**src/hw/rlnc_pkg.sv**
```systemverilog
package rlnc_pkg;

    // ------------------------------------------------------------
    // Instruction encoding
    // ------------------------------------------------------------
    localparam logic [5:0] OPCODE = 6'h11;
    localparam int OPCODE_MSB = 15;
    localparam int OPCODE_LSB = 10;
    localparam int DEST_BIT = 9;
    localparam int ACCESS_BIT = 8;
    localparam int FILE_MSB = 7;

    // ------------------------------------------------------------
    // Data memory addressing
    // ------------------------------------------------------------
    localparam int ADDR_W = 14;
    localparam int BANK_W = 6;
    localparam logic [7:0] ACCESS_SPLIT = 8'h60;
    localparam logic [7:0] INDEXED_MAX = 8'h5f;
    localparam logic [5:0] ACCESS_LOW_BANK = 6'h00;
    localparam logic [5:0] ACCESS_HIGH_BANK = 6'h3f;

    // ------------------------------------------------------------
    // Reset values
    // ------------------------------------------------------------
    localparam logic [7:0] W_RESET = 8'h00;
    localparam logic [13:0] ADDR_RESET = 14'h0000;

    // ------------------------------------------------------------
    // Destination select
    // ------------------------------------------------------------
    localparam logic DEST_WORKING = 1'b0;
    localparam logic DEST_FILE = 1'b1;

    // ------------------------------------------------------------
    // Execution phases
    // ------------------------------------------------------------
    typedef enum logic [4:0] {
        ST_IDLE = 5'h01,
        ST_DECODE = 5'h02,
        ST_READ = 5'h04,
        ST_PROCESS = 5'h08,
        ST_WRITE = 5'h10
    } rlnc_state_t;

endpackage : rlnc_pkg

```
**src/hw/rlnc_addr_if.sv**
```systemverilog
`timescale 1ns/10ps

interface rlnc_addr_if;
    logic [7:0] file_addr;
    logic access_sel;
    logic ext_enable;
    logic [rlnc_pkg::BANK_W-1:0] bank_select_register;
    logic [rlnc_pkg::ADDR_W-1:0] index_base;
    logic [rlnc_pkg::ADDR_W-1:0] full_addr;

    modport requester (
        output file_addr,
        output access_sel,
        output ext_enable,
        output bank_select_register,
        output index_base,
        input full_addr
    );

    modport resolver (
        input file_addr,
        input access_sel,
        input ext_enable,
        input bank_select_register,
        input index_base,
        output full_addr
    );
endinterface : rlnc_addr_if

```
**src/hw/rlnc_addr.sv**
```systemverilog
`timescale 1ns/10ps

module rlnc_addr (
    rlnc_addr_if.resolver ai
);

    logic use_indexed;
    logic low_access;

    // Indexed literal offset only applies in the access-bank form
    assign use_indexed = ai.ext_enable && !ai.access_sel
        && (ai.file_addr <= rlnc_pkg::INDEXED_MAX);
    assign low_access = ai.file_addr < rlnc_pkg::ACCESS_SPLIT;

    always_comb begin
        if (use_indexed) begin
            // Wraps at the top of data space, like the pointer it borrows
            ai.full_addr = 14'(ai.index_base + {6'h00, ai.file_addr});
        end else if (ai.access_sel) begin
            ai.full_addr = {ai.bank_select_register, ai.file_addr};
        end else if (low_access) begin
            ai.full_addr = {rlnc_pkg::ACCESS_LOW_BANK, ai.file_addr};
        end else begin
            ai.full_addr = {rlnc_pkg::ACCESS_HIGH_BANK, ai.file_addr};
        end
    end

endmodule : rlnc_addr

```
**src/hw/rlnc_exec.sv**
```systemverilog
`timescale 1ns/10ps


module rlnc_exec (
    input wire logic clock,
    input wire logic rst_n,
    input wire logic exec_valid,
    input wire logic [15:0] instr,
    input wire logic ext_enable,
    input wire logic [rlnc_pkg::BANK_W-1:0] bank_select_register,
    input wire logic [rlnc_pkg::ADDR_W-1:0] index_base,
    input wire logic [7:0] mem_rd_data,
    output logic exec_ready,
    output logic illegal,
    output logic mem_rd_en,
    output logic [rlnc_pkg::ADDR_W-1:0] mem_addr,
    output logic mem_wr_en,
    output logic [7:0] mem_wr_data,
    output logic [7:0] working_reg,
    output logic status_n,
    output logic status_z,
    output logic status_we,
    output logic done
);

    // ------------------------------------------------------------
    // Declarations
    // ------------------------------------------------------------
    rlnc_pkg::rlnc_state_t state;
    rlnc_pkg::rlnc_state_t next_state;
    logic [15:0] instr_q;
    logic [7:0] operand;
    logic [7:0] next_result;
    logic dest_q;
    logic opcode_ok;
    logic take;

    rlnc_addr_if ai ();

    rlnc_addr u_addr (
        .ai(ai)
    );

    // Only the rotate opcode starts a sequence; anything else is refused
    assign opcode_ok = (instr[rlnc_pkg::OPCODE_MSB:rlnc_pkg::OPCODE_LSB]
        == rlnc_pkg::OPCODE);
    assign take = exec_valid && exec_ready;
    assign dest_q = instr_q[rlnc_pkg::DEST_BIT];

    // ------------------------------------------------------------
    // Address resolution
    // ------------------------------------------------------------
    // Address fields come from the held word, bank and base from the pins
    assign ai.file_addr = instr_q[rlnc_pkg::FILE_MSB:0];
    assign ai.access_sel = instr_q[rlnc_pkg::ACCESS_BIT];
    assign ai.ext_enable = ext_enable;
    assign ai.bank_select_register = bank_select_register;
    assign ai.index_base = index_base;

    // ------------------------------------------------------------
    // Phase sequencer: decode, read, process, write
    // ------------------------------------------------------------
    always_comb begin
        next_state = state;
        unique case (state)
            rlnc_pkg::ST_IDLE: begin
                if (take && opcode_ok) begin
                    next_state = rlnc_pkg::ST_DECODE;
                end
            end
            rlnc_pkg::ST_DECODE: begin
                next_state = rlnc_pkg::ST_READ;
            end
            rlnc_pkg::ST_READ: begin
                next_state = rlnc_pkg::ST_PROCESS;
            end
            rlnc_pkg::ST_PROCESS: begin
                next_state = rlnc_pkg::ST_WRITE;
            end
            rlnc_pkg::ST_WRITE: begin
                next_state = rlnc_pkg::ST_IDLE;
            end
            // Only reachable from a corrupted one-hot code
            default: begin
                next_state = rlnc_pkg::ST_IDLE;
            end
        endcase
    end

    always_ff @(posedge clock or negedge rst_n) begin
        if (!rst_n) begin
            state <= rlnc_pkg::ST_IDLE;
        end else begin
            state <= next_state;
        end
    end

    always_ff @(posedge clock or negedge rst_n) begin
        if (!rst_n) begin
            exec_ready <= 1'b0;
        end else begin
            // Ready again only once the write phase has retired
            exec_ready <= (next_state == rlnc_pkg::ST_IDLE);
        end
    end

    // ------------------------------------------------------------
    // Instruction capture
    // ------------------------------------------------------------
    always_ff @(posedge clock or negedge rst_n) begin
        if (!rst_n) begin
            instr_q <= 16'h0000;
        end else if (take && opcode_ok) begin
            // Held for the whole sequence; the caller may change the word freely
            instr_q <= instr;
        end
    end

    always_ff @(posedge clock or negedge rst_n) begin
        if (!rst_n) begin
            illegal <= 1'b0;
        end else begin
            // Foreign opcodes are dropped, flagged for one cycle
            illegal <= take && !opcode_ok;
        end
    end

    // ------------------------------------------------------------
    // Operand read
    // ------------------------------------------------------------
    always_ff @(posedge clock or negedge rst_n) begin
        if (!rst_n) begin
            mem_addr <= rlnc_pkg::ADDR_RESET;
        end else if (state == rlnc_pkg::ST_DECODE) begin
            // Same address serves the read and the write back
            mem_addr <= ai.full_addr;
        end
    end

    always_ff @(posedge clock or negedge rst_n) begin
        if (!rst_n) begin
            mem_rd_en <= 1'b0;
        end else begin
            // One strobe per instruction, aligned with the address
            mem_rd_en <= (state == rlnc_pkg::ST_DECODE);
        end
    end

    always_ff @(posedge clock or negedge rst_n) begin
        if (!rst_n) begin
            operand <= 8'h00;
        end else if (state == rlnc_pkg::ST_READ) begin
            // Read data is taken while the strobe stands: no wait state,
            // so the memory must answer within the strobe cycle
            operand <= mem_rd_data;
        end
    end

    // ------------------------------------------------------------
    // Rotate
    // ------------------------------------------------------------
    // Bit 7 wraps into bit 0; carry is neither read nor written
    assign next_result = {operand[6:0], operand[7]};

    // ------------------------------------------------------------
    // Write to destination
    // ------------------------------------------------------------
    always_ff @(posedge clock or negedge rst_n) begin
        if (!rst_n) begin
            mem_wr_en <= 1'b0;
        end else begin
            mem_wr_en <= (state == rlnc_pkg::ST_PROCESS)
                && (dest_q == rlnc_pkg::DEST_FILE);
        end
    end

    always_ff @(posedge clock or negedge rst_n) begin
        if (!rst_n) begin
            mem_wr_data <= 8'h00;
        end else if (state == rlnc_pkg::ST_PROCESS) begin
            mem_wr_data <= next_result;
        end
    end

    always_ff @(posedge clock or negedge rst_n) begin
        if (!rst_n) begin
            working_reg <= rlnc_pkg::W_RESET;
        end else if ((state == rlnc_pkg::ST_PROCESS)
            && (dest_q == rlnc_pkg::DEST_WORKING)) begin
            working_reg <= next_result;
        end
    end

    // ------------------------------------------------------------
    // Status: negative and zero only; carry is left alone
    // ------------------------------------------------------------
    always_ff @(posedge clock or negedge rst_n) begin
        if (!rst_n) begin
            status_n <= 1'b0;
            status_z <= 1'b0;
        end else if (state == rlnc_pkg::ST_PROCESS) begin
            status_n <= next_result[7];
            status_z <= (next_result == 8'h00);
        end
    end

    always_ff @(posedge clock or negedge rst_n) begin
        if (!rst_n) begin
            status_we <= 1'b0;
            done <= 1'b0;
        end else begin
            // Same pulse twice: the core may route flag updates apart from retire
            status_we <= (state == rlnc_pkg::ST_PROCESS);
            done <= (state == rlnc_pkg::ST_PROCESS);
        end
    end

endmodule : rlnc_exec

```
**config.mk**
```make
export PLATFORM = sky130hd
export DESIGN_NAME = rlnc_exec
export DESIGN_NICKNAME = d
export VERILOG_FILES = /design/src/hw/rlnc_pkg.sv /design/src/hw/rlnc_addr_if.sv /design/src/hw/rlnc_addr.sv /design/src/hw/rlnc_exec.sv
export SDC_FILE = /design/constraint.sdc
export NUM_CORES = 1
export LEC_CHECK = 0
export BUFFER_PORTS_ARGS = -buffer_cell sky130_fd_sc_hd__buf_2
export CORE_MARGIN = 2
export CORE_UTILIZATION = 51
export DETAILED_ROUTE_END_ITERATION = 16
export PLACE_DENSITY_LB_ADDON = 0.15
export SLEW_MARGIN = 20
export SYNTH_ARGS = -nofsm -noshare
export SYNTH_HDL_FRONTEND = slang
export SYNTH_SLANG_ARGS = --single-unit
```
**constraint.sdc**
```tcl
create_clock -name clock -period 2.2 [get_ports clock]
set_input_delay 0.22 -clock clock [delete_from_list [all_inputs] [get_ports clock]]
set_output_delay 0.22 -clock clock [all_outputs]
set_load 0.1 [all_outputs]
```
==> results.md, run 1 <==
- Largest registers: mem_addr x14, instr_q x10
- Clock Root Buffer: clkbuf_8
- Pre-antenna DRT Iters: 4
- R2r setup slk: 0.12 ns
- Final setup vio count: 0
- Area of the multi-input gates: roughly 1300 um^2
- #FFs+latches synth: 59
- Final hold vios: 0
- Rows: 27
- Worst Max-Slew Pin Slew: 0.570 ns
- RSZ-0062 raised after global routing: false
- Yosys top cell area share: 0.508
- Number of buffers added on ports: 85
- Final TNS setup: 0 ns
- Die Wd: 78.9 um
- Iteration-0 DRC Markers: 87
- Mean Syn Cell Area: just over 10 um^2
- Reg2reg path depth: 8
- Worst-Skew Late Latency: 0.32 ns
- Post-synthesis sequential area ratio: 0.517
- Area delta synth->final: 25.4%
- Final clock skew: 0.0126 ns
- Worst EP arrival: 2.29 ns
- Hold Path Depth: 3
- Total core area: 5470 um^2
- Top reg by flops: mem_addr
- Hold Path Class: in2reg
- Die Ht: 78.9 um
- Crit share post-route: 0.948
- Routed vias/inst: ~5.2
- Post-synth EDFFs: 0
- Clock Sinks: 59
- Tot Pwr: 0.00245 W
- Gpl congestion: 0.881
- Library cells used by synthesis: between 40 and 50
- Grt ovf: 0
- Vias: approximately 2300
- Maximum clock rate: roughly 0.48 GHz
- Yosys top cell by area: dfrtp_1
- H-tree depth: 3
- DRT antenna net count: 0
- Worst hold margin: 0.0882 ns
- Type of origin of the critical path: flip-flop
- Max FFs per register: 14
- Worst-path clk slew: 0.07 ns
- Syn Inst Count: 280
- Top post-synthesis cells by area: dfrtp_1, nand2_1, mux2_2
- Fillers: between 400 and 500
- Crit Reg-Reg Endpoint: mem_addr[12]$_DFFE_PN0P_
- Full die area: approximately 6200 um^2
- Worst Setup End Kind: flip-flop
- FF/Latch Area: 1480 um^2
- Largest net degree at the start of global routing: 37
- Post-Syn Nets: 337
- Pins Over Slew Limit: 0
- Min Tclk post-route: 2.08 ns
- Synth Warn #: 0
- CTS tree: built
- DR DRC count: 0
- Post-Syn Area: ~2900 um^2
- Initial antenna violation count: 0
- Total CTS buffers: 9
- Initial Util: 0.522
- Top FF cell, synth: dfrtp_1
- Max-Cap Viols: 0
- WS Path Type: reg2reg
- Fin nets: 432
- Leakage: around 1.9 nW
- First-pass GRT wire length: between 10000 and 15000 um
- I/O pins: between 80 and 90
- FF-to-FF Start: instr_q[0]$_DFFE_PN0P_
- Layout cells sized above 1: 0.343
- DR WL/cell: 13.6 um
- VDD IR max: between 400 and 500 uV
- Total Routing Usage GR: 0.208
- Hpwl dp: 4410 um
- Maximum fanout along the worst path: 4
- PD cells: 684 nW/um^2
- Total Wirelength: slightly above 6000 um
- Deepest clock path buffer count: 2
- Vias in the first global route: between 2000 and 2500
- Status: completed
- Relative slew slack: 0.620
- Asr flop ratio synth: 1.00
- Hold wc startpoint: mem_rd_data[4]
- CP required: 2.40 ns
- N_diodes: 0
- Hold EP: operand[4]$_DFFE_PN0N_
==> critical path, stage by stage (launching register included) <==
cell and delay, ns:
dfrtp_1 0.39, ha_1 0.22, fa_2 0.35, a21o_1 0.23, a221oi_4 0.33, o21ai_2 0.11
nand2_1 0.10, xor2_1 0.16, a21oi_1 0.08
==> metal layers <==
metal / vias up / wire length (um) / global-route usage
met5: - / 0 / 0
met4: 0 / 70 / 0.0724
met3: 7 / 407 / 0.0420
met2: 79 / 2750 / 0.308
met1: 1105 / 2890 / 0.308
li1: 1146 / - / -
==> cells by family (layout without fill, tap and decap cells) <==
family,Yosys count,after routing,synth area share
fa+ha+maj,9,9,0.0420
simple gates,111,111,0.178
buf+inv,19,118,0.0341
xor+xnor,11,11,0.0337
mux,19,19,0.0744
compound gates,52,52,0.121
flops,59,59,0.517
==> timing repair <==
action	CTS	global route
hold buffers	1	0
hold endpoints to repair	23	0
endpoints found under the setup margin	0	2
setup buffers	0	1
resized for setup	0	1
==> area by class of cell <==
type	count	share of cell area
Clock buffer	10	0.0384
Clock inverter	5	0.0150
Inverter	10	0.0108
Multi-Input combinational cell	202	0.359
Sequential cell	59	0.412
Tap cell	72	0.0251
Timing Repair Buffer	93	0.140
==> Yosys cell counts (all sizes together) (2+ instances only) <==
| cell type | instances |
|---|---|
| nand2 | 65 |
| inv | 7 |
| nor2 | 16 |
| mux2 | 18 |
| and3 | 2 |
| buf | 8 |
| nor3 | 5 |
| xnor2 | 5 |
| a21o | 4 |
| clkinv | 3 |
| o21ai | 12 |
| xor2 | 6 |
| and2 | 2 |
| nor2b | 4 |
| o21bai | 2 |
| nor4b | 2 |
| a31oi | 5 |
| a21oi | 21 |
| nand2b | 2 |
| nand3 | 7 |
| a221oi | 2 |
| nor4 | 2 |
| dfrtp | 58 |
| ha | 8 |
| nand3b | 3 |
==> worst max path at each step <==
stage                                 from                        to  cells after the start
floorplan           instr_q[0]$_DFFE_PN0P_  mem_addr[10]$_DFFE_PN0P_                      8
global route        instr_q[0]$_DFFE_PN0P_  mem_addr[10]$_DFFE_PN0P_                      8
global placement    instr_q[0]$_DFFE_PN0P_  mem_addr[10]$_DFFE_PN0P_                      8
CTS                 instr_q[0]$_DFFE_PN0P_  mem_addr[12]$_DFFE_PN0P_                      8
finish              instr_q[0]$_DFFE_PN0P_  mem_addr[12]$_DFFE_PN0P_                      8
detailed placement  instr_q[0]$_DFFE_PN0P_  mem_addr[12]$_DFFE_PN0P_                      8
==> cell usage in the layout (no fill, tap or decap), types with 6 or more instances in the layout <==
cell type,count
nand3_1,7
o21ai_1,8
buf_4,6
clkbuf_8,10
inv_1,7
a21oi_1,21
dfrtp_1,58
xor2_1,6
nor2_1,15
buf_2,85
ha_1,8
nand2_1,65
mux2_2,13
==> report_power, final <==
part / total [W] / internal (W) / switching [W] / leakage, nW
sequential: 0.00114 / 0.00111 / 0.0000328 / 0.713
combinational: 0.000360 / 0.000160 / 0.000201 / 1.04
clock: 0.000946 / 0.000543 / 0.000403 / 0.102
total: 0.00245 / 0.00181 / 0.000637 / 1.86
==> metrics by stage <==
stage	cell area, um^2	setup WS [ns]	std cells	utilization
3_3_place_gp	3370	0.119	434	0.616
6_report	3580	0.115	451	0.655
5_1_grt	3580	0.00696	451	0.655
3_5_place_dp	3370	0.0732	434	0.616
2_1_floorplan	2860	0.210	280	-
4_1_cts	3570	0.0542	450	0.653
(Power assumes the default switching activity.)
==> run 2, diff against run 1 <==
- CTS_CLUSTER_DIAMETER: default -> 40
- SETUP_SLACK_MARGIN: default -> 0.3
==> results.md, run 2 (synthesis results as in run 1) <==
- Status: completed
- FF-to-FF Start: instr_q[0]$_DFFE_PN0P_
- Vias: 2402
- Hold wc startpoint: mem_rd_data[3]
- N_diodes: 0
- Final hold vios: 0
- Hold EP: operand[3]$_DFFE_PN0N_
- Gpl congestion: between 0.8 and 0.9
- Grt ovf: 0
- Leakage: 1.89 nW
- Iteration-0 DRC Markers: 128
- Crit share post-route: 0.912
- Worst-path clk slew: 0.07 ns
- Most frequent cells in the layout: buf_2, nand2_1, dfrtp_1
- Pins Over Slew Limit: 0
- Total Routing Usage GR: 0.219
- Rows: 27
- Initial Util: 0.522
- Vias in the first global route: around 2300
- H-tree depth: 3
- Maximum fanout along the worst path: 4
- Deepest clock path buffer count: 2
- Hold Path Class: in2reg
- Worst Setup End Kind: flip-flop
- Final setup vio count: 0
- Initial antenna violation count: 0
- Maximum clock rate: 0.498 GHz
- Hold Path Depth: 3
- Min Tclk post-route: roughly 2 ns
- WS Path Type: reg2reg
- Die Ht: 78.9 um
- Total CTS buffers: 9
- Largest registers: mem_addr x14, instr_q x10
- VDD IR max: around 410 uV
- Fillers: 489
- Worst-Skew Late Latency: 0.33 ns
- Relative slew slack: 0.667
- Total Wirelength: 6250 um
- I/O pins: 86
- Type of origin of the critical path: flip-flop
- Pre-antenna DRT Iters: 4
- Hpwl dp: 4610 um
- PD cells: 647 nW/um^2
- Top reg by flops: mem_addr
- DR WL/cell: 13.5 um
- Worst Path Buf+Inv: 1
- RSZ-0062 raised after global routing: true
- CTS tree: built
- Clock Sinks: 59
- Max FFs per register: 14
- Slowest CP cell: dfrtp_1
- Reg2reg path depth: 8
- DRT antenna net count: 0
- Final clock skew: 0.00797 ns
- Clock Root Buffer: clkbuf_8
- Largest net degree at the start of global routing: 25
- Area delta synth->final: 28.6%
- Max-Cap Viols: 0
- Worst Max-Slew Pin Slew: around 0.5 ns
- Fin nets: 443
- Total core area: 5470 um^2
- Slowest stage delay, CP: just under 0.4 ns
- Final worst slack: ~0.19 ns
- Layout cells sized above 1: 0.382
- CP required: 2.45 ns
- First-pass GRT wire length: 10400 um
- Full die area: 6220 um^2
- Number of buffers added on ports: 85
- R2r setup slk: between 0.15 and 0.2 ns
- Die Wd: 78.9 um
- Worst EP arrival: ~2.3 ns
- Routed vias/inst: 5.20
- Crit Reg-Reg Endpoint: mem_addr[6]$_DFFE_PN0P_
- Final TNS setup: 0 ns
- Commonest non-fill, non-tap cell in the layout: buf_2
- Worst slack at placement: approximately 0.19 ns
- CP delay by family, top: compound AO/OA/AOI/OAI gates
- DR DRC count: 0
- Cell-by-cell trace of the critical path: ha_2, fa_2, a21o_1, a221oi_4, buf_4, xnor2_1, nand2_1, a21oi_1
run 2: worst min-delay path: cells and delay by family:
| kind | cells | cell delay [ns] |
|---|---|---|
| simple gates | 2 | 0.08 |
| buf+inv | 1 | 0.07 |
run 2: what timing repair did:
item                                    4_1_cts  5_1_grt
hold buffers                                  1        0
pin swaps                                     5        8
hold endpoints to repair                     18        0
resized for setup                             1        6
endpoints found under the setup margin        5       20
setup buffers                                 4        5
run 2: routing by layer:
| metal | share of wire | up-vias | GRT usage |
|---|---|---|---|
| met5 | 0 | - | 0 |
| met4 | 0.012 | 0 | 0.0828 |
| met3 | 0.058 | 6 | 0.0591 |
| met1 | 0.45 | 1151 | 0.283 |
| li1 | - | 1174 | - |
| met2 | 0.48 | 71 | 0.355 |
run 2: worst max-delay path by stage:
stage / startpoint / cells after the start / slack, ns / end
after global routing: instr_q[0]$_DFFE_PN0P_ / 8 / 0.10 / mem_addr[12]$_DFFE_PN0P_
after CTS: instr_q[0]$_DFFE_PN0P_ / 8 / 0.25 / mem_addr[10]$_DFFE_PN0P_
after global placement: instr_q[0]$_DFFE_PN0P_ / 8 / 0.22 / mem_addr[10]$_DFFE_PN0P_
after floorplan: instr_q[0]$_DFFE_PN0P_ / 8 / 0.30 / mem_addr[10]$_DFFE_PN0P_
final: instr_q[0]$_DFFE_PN0P_ / 8 / 0.19 / mem_addr[6]$_DFFE_PN0P_
after detailed placement: instr_q[0]$_DFFE_PN0P_ / 8 / 0.19 / mem_addr[10]$_DFFE_PN0P_
run 2: report_power, final:
part | internal, W | leakage, nW | switching, W | total, W
sequential | 0.00111 | 0.712 | 0.0000302 | 0.00114
clock | 0.000426 | 0.0839 | 0.000415 | 0.000841
combinational | 0.000180 | 1.09 | 0.000215 | 0.000395
run 2: per-stage QoR:
stage,cells,cell area [um^2],power [W],utilization,hold WS (ns)
6_report,462,3680,0.00238,0.672,0.0724
5_1_grt,462,3680,0.00251,0.672,0.0711
4_1_cts,457,3600,0.00239,0.658,0.0567
3_5_place_dp,437,3390,0.00152,0.619,0.201
3_3_place_gp,437,3390,0.00152,0.619,0.194
2_1_floorplan,280,2860,0.00140,-,-0.0756
run 2: final cells by class:
class                   count  area [um^2]  share of cell area
flip-flops and latches     59         1480               0.402
multi-input cells         202         1320               0.358
repair buffers            104          583               0.159
clock buffers              10          138              0.0374
well taps                  72         90.1              0.0245
inverters                  10         38.8              0.0106
clock inverters             5         30.0             0.00817
